[config.mk]
export PLATFORM = sky130hd
export DESIGN_NAME = dpot_slave
export DESIGN_NICKNAME = d
export VERILOG_FILES = /design/src/dpot_pkg.sv /design/src/dpot_fifo.sv /design/src/dpot_sync.sv /design/src/dpot_slave.sv
export VERILOG_INCLUDE_DIRS = /design/src /design/src/src
export SDC_FILE = /design/constraint.sdc
export NUM_CORES = 1
export LEC_CHECK = 0
export ABC_AREA = 0
export BUFFER_PORTS_ARGS = -buffer_cell sky130_fd_sc_hd__clkbuf_2
export CAP_MARGIN = 25
export CORE_ASPECT_RATIO = 1.75
export CORE_MARGIN = 3
export CORE_UTILIZATION = 55
export CTS_CLUSTER_SIZE = 14
export DETAILED_ROUTE_END_ITERATION = 10
export GPL_ROUTABILITY_DRIVEN = 0
export GPL_TIMING_DRIVEN = 0
export PLACE_DENSITY = 0.76
export REMOVE_ABC_BUFFERS = 1
export SLEW_MARGIN = 20
export SYNTH_ARGS = -nofsm -noshare
export SYNTH_HDL_FRONTEND = slang
export SYNTH_SLANG_ARGS = --single-unit
[constraint.sdc]
create_clock -name i_ref_clk -period 9.1 [get_ports i_ref_clk]
set_clock_uncertainty 0.1 [all_clocks]
set_input_delay 0.91 -clock i_ref_clk [delete_from_list [all_inputs] [get_ports i_ref_clk]]
set_output_delay 0.91 -clock i_ref_clk [all_outputs]
set_load 0.05 [all_outputs]
[src/dpot_map.svh]
// Constant map of the two-wire potentiometer slave: codes, fields, timing.
`ifndef DPOT_MAP_SVH
`define DPOT_MAP_SVH

// ==========================================================================
// Command byte fields and instruction codes
`define DPOT_INS_MSB 7
`define DPOT_INS_LSB 4
`define DPOT_SEL_MSB 3
`define DPOT_SEL_LSB 2
`define DPOT_INS_RD_WCR 4'h9
`define DPOT_INS_WR_WCR 4'hA
`define DPOT_INS_RD_DR 4'hB
`define DPOT_INS_WR_DR 4'hC
`define DPOT_INS_XFR_DW 4'hD
`define DPOT_INS_XFR_WD 4'hE
`define DPOT_INS_INCDEC 4'h2

// ==========================================================================
// Slave address fields and reset values
`define DPOT_TYPE_MSB 7
`define DPOT_TYPE_LSB 4
`define DPOT_DEV_MSB 3
`define DPOT_WIPER_RST 6'h00
`define DPOT_WIPER_MAX 6'h3F

// ==========================================================================
// Timing
`define DPOT_CLK_MHZ 200
`define DPOT_NV_TYP_US 5000
`define DPOT_NV_MAX_US 10000

`endif

[src/dpot_pkg.sv]
// Types shared by the potentiometer slave and its queue.
package dpot_pkg;

    typedef enum logic [2:0] {
        OP_WR_WCR,
        OP_WR_DR,
        OP_XFR_DW,
        OP_XFR_WD,
        OP_INC,
        OP_DEC
    } dpot_op_t;

    typedef struct packed {
        dpot_op_t op;
        logic [1:0] sel;
        logic [5:0] data;
    } dpot_item_t;

endpackage : dpot_pkg

[src/dpot_fifo.sv]
// Small synchronous queue with valid and ready on both sides.
`timescale 1ns/1ps
module dpot_fifo #(
    parameter int WIDTH = 11,
    parameter int DEPTH = 8
) (
    // Clock and reset
    input wire logic i_ref_clk,
    input wire logic i_rstn,
    // Fill side
    input wire logic i_in_valid,
    input wire logic [WIDTH-1:0] i_in_data,
    output logic o_in_ready,
    // Drain side
    output logic o_out_valid,
    output logic [WIDTH-1:0] o_out_data,
    input wire logic i_out_ready
);
    localparam int AW = $clog2(DEPTH);

    logic [WIDTH-1:0] mem_reg [DEPTH];
    logic [AW-1:0] wr_reg;
    logic [AW-1:0] rd_reg;
    logic [AW:0] cnt_reg;
    logic push;
    logic pop;

    assign o_in_ready = (cnt_reg != (AW+1)'(DEPTH));
    assign o_out_valid = (cnt_reg != '0);
    assign push = i_in_valid && o_in_ready;
    assign pop = o_out_valid && i_out_ready;
    assign o_out_data = mem_reg[rd_reg];

    always_ff @(posedge i_ref_clk) begin
        if (push) begin
            mem_reg[wr_reg] <= i_in_data;
        end
    end

    always_ff @(posedge i_ref_clk or negedge i_rstn) begin
        if (!i_rstn) begin
            wr_reg <= '0;
            rd_reg <= '0;
            cnt_reg <= '0;
        end else begin
            if (push) begin
                wr_reg <= (wr_reg == AW'(DEPTH-1)) ? '0 : wr_reg + AW'(1);
            end
            if (pop) begin
                rd_reg <= (rd_reg == AW'(DEPTH-1)) ? '0 : rd_reg + AW'(1);
            end
            cnt_reg <= cnt_reg + (AW+1)'(push) - (AW+1)'(pop);
        end
    end

endmodule : dpot_fifo

[src/dpot_sync.sv]
// Two-flop synchroniser for a group of pin inputs.
`timescale 1ns/1ps
module dpot_sync #(
    parameter int WIDTH = 6
) (
    // Clock and reset
    input wire logic i_ref_clk,
    input wire logic i_rstn,
    // Asynchronous pins in, synchronised levels out
    input wire logic [WIDTH-1:0] i_async,
    output logic [WIDTH-1:0] o_sync
);
    logic [WIDTH-1:0] meta_reg;

    // Pins idle high on the bus, so reset to ones avoids a false start.
    always_ff @(posedge i_ref_clk or negedge i_rstn) begin
        if (!i_rstn) begin
            meta_reg <= '1;
            o_sync <= '1;
        end else begin
            meta_reg <= i_async;
            o_sync <= meta_reg;
        end
    end

endmodule : dpot_sync

[src/dpot_slave.sv]
// Two-wire slave, command queue, stored settings and wiper tap decoder.
//
// How it works
// - Low three device-address bits come from the strap inputs.
// - Address is acknowledged only when all four device bits match.
// - Data changes only with clock low; high-clock changes mark start/stop.
// - Start is data falling with clock high; nothing happens before it.
// - Transmitter releases data after eight bits; receiver acks ninth.
// - Acknowledge after address, after command, after a data byte.
// - Master makes the clock; this slave never drives it.
// - Data pin is open drain: pull low or release.
// - Write-protect low blocks every stored-setting write.
// - Six-bit wiper decodes to exactly one of sixty-four taps.
// - Wiper takes direct writes or copies from four stored settings.
// - Stop after a stored-setting write starts the timed write cycle.
// - During the write cycle the own address is not acknowledged.
// - Command: instruction in top nibble, register select next, low zero.
// - A stored-setting operation finishes within the maximum time.
`timescale 1ns/1ps
`include "dpot_map.svh"
module dpot_slave #(
    parameter logic [3:0] TYPE_ID = 4'h6, // Arbitrary value.
    parameter logic ADDR_BIT3 = 1'b0,
    parameter logic [5:0] DR_RST = `DPOT_WIPER_RST,
    parameter int NV_CYCLES = `DPOT_NV_TYP_US * `DPOT_CLK_MHZ,
    parameter int FIFO_DEPTH = 8
) (
    // Clock and reset
    input wire logic i_ref_clk,
    input wire logic i_rstn,
    // Two-wire bus pins
    input wire logic i_scl,
    input wire logic i_sda_i,
    output logic o_sda_o,
    output logic o_sda_oe,
    // Straps and protection
    input wire logic [2:0] i_addr_strap_inputs,
    input wire logic i_wp_n,
    // Potentiometer side
    output logic [63:0] o_tap_sel,
    output logic [5:0] o_wiper_position,
    output logic o_nv_busy
);
    localparam int NV_MAX = `DPOT_NV_MAX_US * `DPOT_CLK_MHZ;
    localparam int CW = $clog2(NV_CYCLES + 1);
    localparam int IW = $bits(dpot_pkg::dpot_item_t);

    typedef enum logic [2:0] {
        ST_IDLE,
        ST_ADDR,
        ST_CMD,
        ST_RX,
        ST_TX,
        ST_INCDEC,
        ST_DONE
    } dpot_state_t;

    // ======================================================================
    // Pin synchronisation and bus events
    logic [5:0] pins;
    logic scl;
    logic sda;
    logic wp_n;
    logic [2:0] strap;
    logic scl_prev_reg;
    logic sda_prev_reg;
    logic start_ev;
    logic stop_ev;
    logic scl_rise;
    logic scl_fall;

    dpot_sync #(
        .WIDTH(6)
    ) u_sync (
        .i_ref_clk(i_ref_clk),
        .i_rstn(i_rstn),
        .i_async({i_scl, i_sda_i, i_wp_n, i_addr_strap_inputs}),
        .o_sync(pins)
    );

    assign scl = pins[5];
    assign sda = pins[4];
    assign wp_n = pins[3];
    assign strap = pins[2:0];

    always_ff @(posedge i_ref_clk or negedge i_rstn) begin
        if (!i_rstn) begin
            scl_prev_reg <= 1'b1;
            sda_prev_reg <= 1'b1;
        end else begin
            scl_prev_reg <= scl;
            sda_prev_reg <= sda;
        end
    end

    // Data moving while the clock stays high is a start or a stop.
    assign start_ev = scl && scl_prev_reg && sda_prev_reg && !sda;
    assign stop_ev = scl && scl_prev_reg && !sda_prev_reg && sda;
    assign scl_rise = scl && !scl_prev_reg;
    assign scl_fall = !scl && scl_prev_reg;

    // ======================================================================
    // Serial engine
    dpot_state_t state_reg;
    dpot_state_t after_reg;
    logic [3:0] cnt_reg;
    logic [6:0] sh_reg;
    logic [7:0] tx_reg;
    logic [7:0] cmd_reg;
    logic ack_reg;
    logic nv_seen_reg;
    logic [7:0] rx_byte;
    logic [3:0] dev_addr;
    logic [5:0] dr_reg [4];
    logic [5:0] wiper_reg;
    logic nv_busy_reg;
    logic push;
    logic in_ready;
    dpot_pkg::dpot_item_t item;

    assign rx_byte = {sh_reg, sda};
    assign dev_addr = {ADDR_BIT3, strap};

    // Bytes queue at the clock rise, steps at its fall, so a stop is no step.
    always_comb begin
        push = 1'b0;
        item.op = dpot_pkg::OP_WR_WCR;
        item.sel = cmd_reg[`DPOT_SEL_MSB:`DPOT_SEL_LSB];
        item.data = rx_byte[5:0];
        if ((scl_rise || scl_fall) && !start_ev && !stop_ev) begin
            if (scl && state_reg == ST_RX && cnt_reg == 4'h7) begin
                push = 1'b1;
                item.op = (cmd_reg[7:4] == `DPOT_INS_WR_DR) ?
                          dpot_pkg::OP_WR_DR : dpot_pkg::OP_WR_WCR;
            end else if (scl && state_reg == ST_CMD && cnt_reg == 4'h7) begin
                item.sel = rx_byte[`DPOT_SEL_MSB:`DPOT_SEL_LSB];
                if (rx_byte[7:4] == `DPOT_INS_XFR_DW) begin
                    push = (rx_byte[1:0] == 2'h0);
                    item.op = dpot_pkg::OP_XFR_DW;
                end else if (rx_byte[7:4] == `DPOT_INS_XFR_WD) begin
                    push = (rx_byte[1:0] == 2'h0);
                    item.op = dpot_pkg::OP_XFR_WD;
                end
            end else if (!scl && state_reg == ST_INCDEC) begin
                push = 1'b1;
                item.op = sda_prev_reg ? dpot_pkg::OP_INC : dpot_pkg::OP_DEC;
            end
        end
    end

    // Bit counting, byte decisions and the acknowledge slot.
    always_ff @(posedge i_ref_clk or negedge i_rstn) begin
        if (!i_rstn) begin
            state_reg <= ST_IDLE;
            after_reg <= ST_IDLE;
            cnt_reg <= 4'h0;
            sh_reg <= 7'h00;
            cmd_reg <= 8'h00;
            ack_reg <= 1'b0;
        end else if (start_ev) begin
            state_reg <= ST_ADDR;
            cnt_reg <= 4'h0;
            ack_reg <= 1'b0;
        end else if (stop_ev) begin
            state_reg <= ST_IDLE;
            cnt_reg <= 4'h0;
            ack_reg <= 1'b0;
        end else if (state_reg == ST_IDLE || state_reg == ST_INCDEC) begin
            cnt_reg <= 4'h0;
        end else if (scl_rise) begin
            cnt_reg <= (cnt_reg == 4'h8) ? 4'h9 : cnt_reg + 4'h1;
            sh_reg <= rx_byte[6:0];
            if (cnt_reg == 4'h7) begin
                ack_reg <= 1'b0;
                after_reg <= ST_DONE;
                unique case (state_reg)
                    ST_ADDR: begin
                        if (rx_byte[7:4] == TYPE_ID && rx_byte[3:0] == dev_addr
                            && !nv_busy_reg) begin
                            ack_reg <= 1'b1;
                            after_reg <= ST_CMD;
                        end else begin
                            after_reg <= ST_IDLE;
                        end
                    end
                    ST_CMD: begin
                        cmd_reg <= rx_byte;
                        ack_reg <= (rx_byte[1:0] == 2'h0) && (!push || in_ready);
                        unique case (rx_byte[7:4])
                            `DPOT_INS_RD_WCR, `DPOT_INS_RD_DR: after_reg <= ST_TX;
                            `DPOT_INS_WR_WCR, `DPOT_INS_WR_DR: after_reg <= ST_RX;
                            `DPOT_INS_INCDEC: after_reg <= ST_INCDEC;
                            `DPOT_INS_XFR_DW, `DPOT_INS_XFR_WD: after_reg <= ST_DONE;
                            default: ack_reg <= 1'b0;
                        endcase
                    end
                    ST_RX: ack_reg <= in_ready;
                    default: ack_reg <= 1'b0;
                endcase
            end
        end else if (scl_fall && cnt_reg == 4'h9) begin
            cnt_reg <= 4'h0;
            state_reg <= ack_reg ? after_reg : ST_IDLE;
        end
    end

    // Read data is captured as the command byte completes.
    always_ff @(posedge i_ref_clk or negedge i_rstn) begin
        if (!i_rstn) begin
            tx_reg <= 8'h00;
        end else if (scl_rise && state_reg == ST_CMD && cnt_reg == 4'h7) begin
            tx_reg <= {2'h0, (rx_byte[7:4] == `DPOT_INS_RD_WCR) ? wiper_reg :
                       dr_reg[rx_byte[`DPOT_SEL_MSB:`DPOT_SEL_LSB]]};
        end
    end

    // Open-drain drive, changed on falling clock edges and released at a start or a stop.
    always_ff @(posedge i_ref_clk or negedge i_rstn) begin
        if (!i_rstn) begin
            o_sda_oe <= 1'b0;
        end else if (start_ev || stop_ev) begin
            o_sda_oe <= 1'b0;
        end else if (scl_fall) begin
            if (cnt_reg == 4'h8) begin
                o_sda_oe <= ack_reg && state_reg != ST_TX;
            end else if (cnt_reg == 4'h9) begin
                o_sda_oe <= ack_reg && after_reg == ST_TX && !tx_reg[7];
            end else if (state_reg == ST_TX && cnt_reg < 4'h8) begin
                o_sda_oe <= !tx_reg[3'h7 - cnt_reg[2:0]];
            end else begin
                o_sda_oe <= 1'b0;
            end
        end
    end

    assign o_sda_o = 1'b0;

    // A stored-setting command in this transfer arms the write cycle.
    always_ff @(posedge i_ref_clk or negedge i_rstn) begin
        if (!i_rstn) begin
            nv_seen_reg <= 1'b0;
        end else if (start_ev || stop_ev) begin
            nv_seen_reg <= 1'b0;
        end else if (push && in_ready && (item.op == dpot_pkg::OP_WR_DR
                     || item.op == dpot_pkg::OP_XFR_WD)) begin
            nv_seen_reg <= 1'b1;
        end
    end

    // ======================================================================
    // Command queue and register executor
    dpot_pkg::dpot_item_t q_item;
    logic q_valid;
    logic q_ready;
    logic pend_reg;
    logic [1:0] pend_sel_reg;
    logic [5:0] pend_val_reg;
    logic [CW-1:0] nv_cnt_reg;

    dpot_fifo #(
        .WIDTH(IW),
        .DEPTH(FIFO_DEPTH)
    ) u_fifo (
        .i_ref_clk(i_ref_clk),
        .i_rstn(i_rstn),
        .i_in_valid(push),
        .i_in_data(item),
        .o_in_ready(in_ready),
        .o_out_valid(q_valid),
        .o_out_data(q_item),
        .i_out_ready(q_ready)
    );

    // The queue stalls while the stored settings are being written.
    assign q_ready = !nv_busy_reg;

    always_ff @(posedge i_ref_clk or negedge i_rstn) begin
        if (!i_rstn) begin
            wiper_reg <= DR_RST;
        end else if (q_valid && q_ready) begin
            unique case (q_item.op)
                dpot_pkg::OP_WR_WCR: wiper_reg <= q_item.data;
                dpot_pkg::OP_XFR_DW: wiper_reg <= dr_reg[q_item.sel];
                dpot_pkg::OP_INC: if (wiper_reg != `DPOT_WIPER_MAX) begin
                    wiper_reg <= wiper_reg + 6'h01;
                end
                dpot_pkg::OP_DEC: if (wiper_reg != 6'h00) begin
                    wiper_reg <= wiper_reg - 6'h01;
                end
                default: wiper_reg <= wiper_reg;
            endcase
        end
    end

    // Pending stored-setting value, committed when the timed cycle ends.
    always_ff @(posedge i_ref_clk or negedge i_rstn) begin
        if (!i_rstn) begin
            pend_reg <= 1'b0;
            pend_sel_reg <= 2'h0;
            pend_val_reg <= 6'h00;
        end else if (q_valid && q_ready && (q_item.op == dpot_pkg::OP_WR_DR
                     || q_item.op == dpot_pkg::OP_XFR_WD)) begin
            pend_reg <= 1'b1;
            pend_sel_reg <= q_item.sel;
            pend_val_reg <= (q_item.op == dpot_pkg::OP_WR_DR) ?
                            q_item.data : wiper_reg;
        end else if (stop_ev && !nv_busy_reg && !wp_n) begin
            pend_reg <= 1'b0;
        end else if (nv_busy_reg && nv_cnt_reg == CW'(1)) begin
            pend_reg <= 1'b0;
        end
    end

    always_ff @(posedge i_ref_clk or negedge i_rstn) begin
        if (!i_rstn) begin
            nv_busy_reg <= 1'b0;
            nv_cnt_reg <= '0;
        end else if (!nv_busy_reg) begin
            if (stop_ev && nv_seen_reg && pend_reg && wp_n) begin
                nv_busy_reg <= 1'b1;
                nv_cnt_reg <= CW'(NV_CYCLES);
            end
        end else if (nv_cnt_reg == CW'(1)) begin
            nv_busy_reg <= 1'b0;
            nv_cnt_reg <= '0;
        end else begin
            nv_cnt_reg <= nv_cnt_reg - CW'(1);
        end
    end

    // Stored settings survive reset only as their reset values here.
    always_ff @(posedge i_ref_clk or negedge i_rstn) begin
        if (!i_rstn) begin
            dr_reg <= '{DR_RST, DR_RST, DR_RST, DR_RST};
        end else if (nv_busy_reg && nv_cnt_reg == CW'(1) && pend_reg) begin
            dr_reg[pend_sel_reg] <= pend_val_reg;
        end
    end

    // ======================================================================
    // Tap decoder and outputs
    genvar gi;
    generate
        for (gi = 0; gi < 64; gi++) begin : g_tap
            always_ff @(posedge i_ref_clk or negedge i_rstn) begin
                if (!i_rstn) begin
                    o_tap_sel[gi] <= (DR_RST == 6'(gi));
                end else begin
                    o_tap_sel[gi] <= (wiper_reg == 6'(gi));
                end
            end
        end
    endgenerate

    assign o_wiper_position = wiper_reg;
    assign o_nv_busy = nv_busy_reg;

    initial begin
        if (NV_CYCLES > NV_MAX) begin
            $error("Write cycle longer than the allowed maximum.");
        end
    end

endmodule : dpot_slave

==> flow_summary.ini, run 1 <==
[timing]
setup-tns-final_ns = 0
setup_viol = 0
grt_setup_unrepaired = no
finalHoldViolCount = 0
worst_pin_slew_ns = 1.02
clock.fmax_ghz = 0.312
slew_violations = 0
period_minus_slack_ns = 3.21
relSlewSlack_pct = 31.8
period_share_pct = 35.3

[cts]
ctsHoldBuffers = 0
numCtsBuffers = 24
cts_max_level = 1
cts_resized = 0
path_clk_slew_ns = 0.06
root_buffer = clkbuf_16
post_cts_buffers = 0
clock_path_buffers = 3
cts_tree = done
cts.sinks = 268
clock_latency_ns = 0.52

[worst_setup_path]
crit_path_start_kind = flop
critPathTopFamily = simple AND/OR/NAND/NOR gates
cp_slowest_cell = dfstp_2
crit_chain = xor2_1 -> and2_1 -> nor2_1 -> o211ai_1 -> nor4b_2 -> buf_2 -> buf_2
path_buf_inv = 2
end_kind = flop
cpMostUsedCell = buf_2
slowest_delay_ns = 0.70
cp.arrival_ns = 3.33
worstSetupPathType = flop to flop
required_ns = 9.22
critPathMaxFanout = 15

[global_route]
grtUsageTotal_pct = 21.8
gr-total-overflow = 0
grt_first_pass_wirelength_um = 39300
grt_pass1_vias = 7565
grt_max_degree = 83
antenna_found_initial = 0

[die]
die_h_um = 199
rows = 70
io_pins = 81
core_area_um2 = 20900
start_util_pct = 55.8
dieArea_um2 = 23100
die_x_um = 116

[job]
drv_cap = 0

[routing]
drc_errors = 0
drtIter0Drc = 488
wl_um = 24500
vias = 7438
drt_first_pass_iters = 5
ant_nets = 0
avgRoutedWirePerCell_um = 19.5
routed_via_density = 5.91

[logic_synthesis]
syn_inst = 911
yosysWarnings = 0
synth_area_per_cell_um2 = 12.8
ys_top_cells_by_area = dfrtp_1 35%, edfxtp_1 23%, mux4_2 5.2%
netlist_area_um2 = 11700
synth_ff_type = dfrtp_1
ys_async_sr_fraction_pct = 67.2
synth_top_cell_area_share_pct = 35.3
synth_seq_cells = 268
netlist-cell-type-count = 72
synth_seq_area_share_pct = 61.3
yosysTopAreaCell = dfrtp_1
synth-edff-count = 88

[layout]
stdcell_area_um2 = 13200
layout_common_cells = 164 x dfrtp_1, 114 x nor2_1, 88 x edfxtp_1
drive_above_1_share_pct = 24.9
area.growth.synth_to_final_pct = 13.3
final_nets = 1022
largest_reg_flops = 88
diodes = 0
layout_commonest_cell = dfrtp_1

[placed_design]
placed_cell_area_um2 = 12500
hpwl_um = 17000
io_buffers = 79

[status]
status = finished, final reports clean

[power_and_ir_drop]
ir_drop_mv = 0.127
powerDensity_nw_per_um2 = 177
p_leak_nw = 5.60

[worst_hold_path]
hold_path_class = input port to asynchronous set/reset pin
## kinds of logic (layout without fill, tap and decap cells)
logic type | after synthesis | after routing | share of synthesized area [%]
xor gates and xnor gates | 21 | 21 | 1.57
buffers and inverters | 64 | 159 | 2.28
other | 1 | 1 | 0.0321
adders and majority gates | 23 | 23 | 2.53
and+or+nand+nor | 288 | 288 | 12.2
AOI/OAI and AO/OA | 136 | 136 | 7.10
DFF | 268 | 268 | 61.3
muxes | 110 | 110 | 13.0
## stage by stage
stage	instances	power [W]	hold slack, ns	setup slack, ns	utilization [%]
3_3_place_gp	1202	0.00136	0.245	3.86	58.4
5_1_grt	1258	0.00243	0.214	5.63	63.3
3_5_place_dp	1217	0.00137	0.247	5.77	59.5
4_1_cts	1258	0.00237	0.197	5.74	63.2
6_report	1258	0.00235	0.200	5.89	63.3
2_1_floorplan	871	0.00133	0.245	5.82	-
## path summary, 6_finish.rpt
kind,startpoint,endpoint,slack (ns),cells after the start
max,u_sync.o_sync[4],u_fifo.mem_reg[2][6],5.89,7
min,i_rstn,nv_cnt_reg[13],0.20,1
max reg2reg,u_sync.o_sync[4],u_fifo.mem_reg[2][6],5.89,7
min reg2reg,u_sync.meta_reg[3],u_sync.o_sync[3],0.25,0
max in group asynchronous,i_rstn,o_tap_sel[0],7.66,3
min in group i_ref_clk,u_sync.meta_reg[3],u_sync.o_sync[3],0.25,0
## per-layer routing
layer  track usage (%)  vias to the layer above  routed length, um
li1                  -                     3435                  -
met1              24.1                     3712               8880
met2              40.9                      226              13600
met3              2.53                       65                900
met4              9.89                        0               1140
met5                 0                        -                  0
## worst reg2reg max path: stages, from the launching register on
cell and delay, ns:
dfstp_2 0.70, xor2_1 0.13, and2_1 0.25, nor2_1 0.26
o211ai_1 0.44, nor4b_2 0.51, buf_2 0.29, buf_2 0.23
## where the power goes
part	leakage, nW	internal [W]	switching, W
clock	0.386	0.000594	0.000414
sequential	3.18	0.00126	0.0000307
combinational	2.03	0.0000193	0.0000287
## synth_stat cells, drive strengths merged, types with 14 or more instances
cell,instances
dfrtp,165
nor2,116
edfxtp,88
nand2,65
mux2,50
o21ai,48
a21oi,38
mux2i,33
mux4,27
inv,24
clkbuf,23
ha,22
nand3,19
nor3,19
buf,17
dfstp,15
xor2,14
## final cells by class
class                   instances  area, um^2
well taps                     252         315
multi-input cells             579        4320
fillers                      1557        7690
flip-flops and latches        268        7170
clock inverters                 4        70.1
clock buffers                  37         714
inverters                      24        90.1
repair buffers                 94         562
(Power assumes the default switching activity.)
==> inputs of run 2 (changes only) <==
- ABC_AREA: 0 -> 1
- PLACE_DENSITY: 0.76 -> 0.78
- clock period: 9.1 -> 2.7 ns (I/O delays scaled with it)
==> flow_summary.ini, run 2 <==
[status]
status = finished, final reports clean

[timing]
relSlewSlack_pct = 38.0
clock.fmax_ghz = 0.383
finalHoldWorstSlack_ns = 0.255
slew_violations = 0
finalHoldViolCount = 0
worst_pin_slew_ns = 0.929
setup_viol = 0
period_share_pct = 96.8
period_minus_slack_ns = 2.61

[logic_synthesis]
ys_async_sr_fraction_pct = 67.2
netlist-cell-type-count = 49
synth_ff_type = dfrtp_1
syn_inst = 1272
synthTopCellsByCount = 228 x nand2_1, 181 x nor2_1, 165 x dfrtp_1
synth_top_cell_area_share_pct = 34.4
synth_area_per_cell_um2 = 9.43
netlist_area_um2 = 12000
ys_top_cells_by_area = dfrtp_1 34%, edfxtp_1 22%, nand2_1 7.1%
synth-edff-count = 88
synth.most_common_cell = nand2_1
yosysWarnings = 0
synth_seq_area_share_pct = 59.7
yosysTopAreaCell = dfrtp_1
synth_seq_cells = 268

[global_route]
grt_use_met3_pct = 2.70
grt_max_degree = 97
grt_pass1_vias = 9118
grtUsageTotal_pct = 23.2
use_met1_pct = 23.9
grt_first_pass_wirelength_um = 44600
gr-total-overflow = 0
antenna_found_initial = 0
grt_util_met2_pct = 45.0
grt.busiest_layer = met2

[worst_setup_path]
required_ns = 2.82
worstSetupPathType = flop to flop
crit_end = u_fifo.mem_reg[2][3]
r2r_start = u_sync.o_sync[5]
startpoint = u_sync.o_sync[5]
cp.arrival_ns = 2.73
r2r_setup_slack_ns = 0.09
reg2reg_to = u_fifo.mem_reg[2][3]
critPathMaxFanout = 8
end_kind = flop
crit_path_start_kind = flop
r2r_cells = 10

[layout]
ff_latch_area_um2 = 7180
layout_common_cells = 228 x nand2_1, 181 x nor2_1, 160 x dfrtp_1
drive_above_1_share_pct = 14.9
num-fill-cells = 1619
final_nets = 1401
area.growth.synth_to_final_pct = 14.7
diodes = 0
layout_commonest_cell = nand2_1
stdcell_area_um2 = 13800
largest_reg_flops = 88
final_core_util_pct = 64.9
multi_input_area_um2 = 4200

[routing]
ant_nets = 0
wl_um = 27800
routed_via_density = 5.45
avgRoutedWirePerCell_um = 16.6
drt_first_pass_iters = 8
drc_errors = 0
drtIter0Drc = 793
vias = 9117

[power_and_ir_drop]
clock_power_share_pct = 38.6
p_int_w = 0.00633
swShare_pct = 24.1
p_leak_nw = 6.40
p_switching_w = 0.00201
p_comb_share_pct = 6.8
powerDensity_nw_per_um2 = 605
power.total_w = 0.00833
ir_drop_mv = 0.544
seq_power_share_pct = 54.6

[die]
dieArea_um2 = 23700
rows = 70
die_h_um = 201
io_pins = 81
die_x_um = 118
start_util_pct = 56.6
core_area_um2 = 21200

[cts]
cts.sinks = 268
root_buffer = clkbuf_16
path_clk_slew_ns = 0.06
cts_tree = done
clock_latency_ns = 0.52
clock_path_buffers = 3
cts_max_level = 1
numCtsBuffers = 24

[worst_hold_path]
hold_path_class = flop to flop

[placed_design]
io_buffers = 79
placed_cell_area_um2 = 12700
hpwl_um = 19100

[job]
drv_cap = 0
run 2: cells by family after synthesis:
group                      share of synthesized area [%]
DFF                                                 59.7
AOI/OAI and AO/OA                                   9.07
and+or+nand+nor                                     20.7
other                                             0.0312
xor gates and xnor gates                            1.68
buffers and inverters                               6.34
adders and majority gates                           2.46
run 2: cell type report:
| type | count | share of cell area [%] |
|---|---|---|
| Clock buffer | 37 | 5.19 |
| Clock inverter | 5 | 0.182 |
| Inverter | 148 | 4.09 |
| Multi-Input combinational cell | 817 | 30.5 |
| Sequential cell | 268 | 52.2 |
| Tap cell | 288 | 2.62 |
| Timing Repair Buffer | 111 | 5.25 |
run 2: how the worst min path moves through the flow:
stage	cells past startpoint	from	to
2_1_floorplan	0	i_rstn	ack_reg
5_1_grt	0	u_sync.meta_reg[3]	u_sync.o_sync[3]
6_report	0	u_sync.meta_reg[2]	u_sync.o_sync[2]
3_3_place_gp	0	u_sync.meta_reg[5]	u_sync.o_sync[5]
3_5_place_dp	0	u_sync.meta_reg[2]	u_sync.o_sync[2]
4_1_cts	0	u_sync.meta_reg[2]	u_sync.o_sync[2]
run 2: power groups by stage:
| stage | clock, W | sequential, W | combinational, W |
|---|---|---|---|
| global placement | 0 | 0.00462 | 0.000530 |
| finish | 0.00322 | 0.00455 | 0.000564 |
| global route | 0.00344 | 0.00457 | 0.000637 |
| CTS | 0.00328 | 0.00455 | 0.000559 |
| detailed placement | 0 | 0.00463 | 0.000548 |
| floorplan | 0 | 0.00459 | 0.000314 |
run 2: what timing repair did:
item,in CTS,in global routing
endpoints found under the setup margin,95,96
resized for setup,18,10
hold buffers,7,0
pin swaps,6,5
hold endpoints to repair,87,0
setup buffers,9,7
run 2: routing by layer:
| metal | share of wire (%) | routed length [um] |
|---|---|---|
| met4 | 5.0 | 1400 |
| met5 | 0 | 0 |
| met3 | 4.3 | 1190 |
| met1 | 36 | 10000 |
| met2 | 55 | 15100 |
run 2: stage by stage:
step / setup WS, ns / setup TNS [ns] / instances
floorplan: -0.105 / -9.24 / 1233
finish: 0.0867 / 0 / 1674
global placement: -1.95 / -423.73 / 1600
CTS: 0.0173 / 0 / 1667
detailed placement: -0.462 / -9.38 / 1609
global route: -0.0308 / -0.223 / 1674
run 2: worst max-delay path: stages (launching register included):
cell and delay (ns):
dfstp_2 0.58, inv_2 0.08, ha_1 0.29, nor2_1 0.10, nand2_1 0.12, inv_2 0.10
nand2_2 0.09, nor2_8 0.24, nand2_4 0.15, nor3_4 0.26, buf_6 0.19
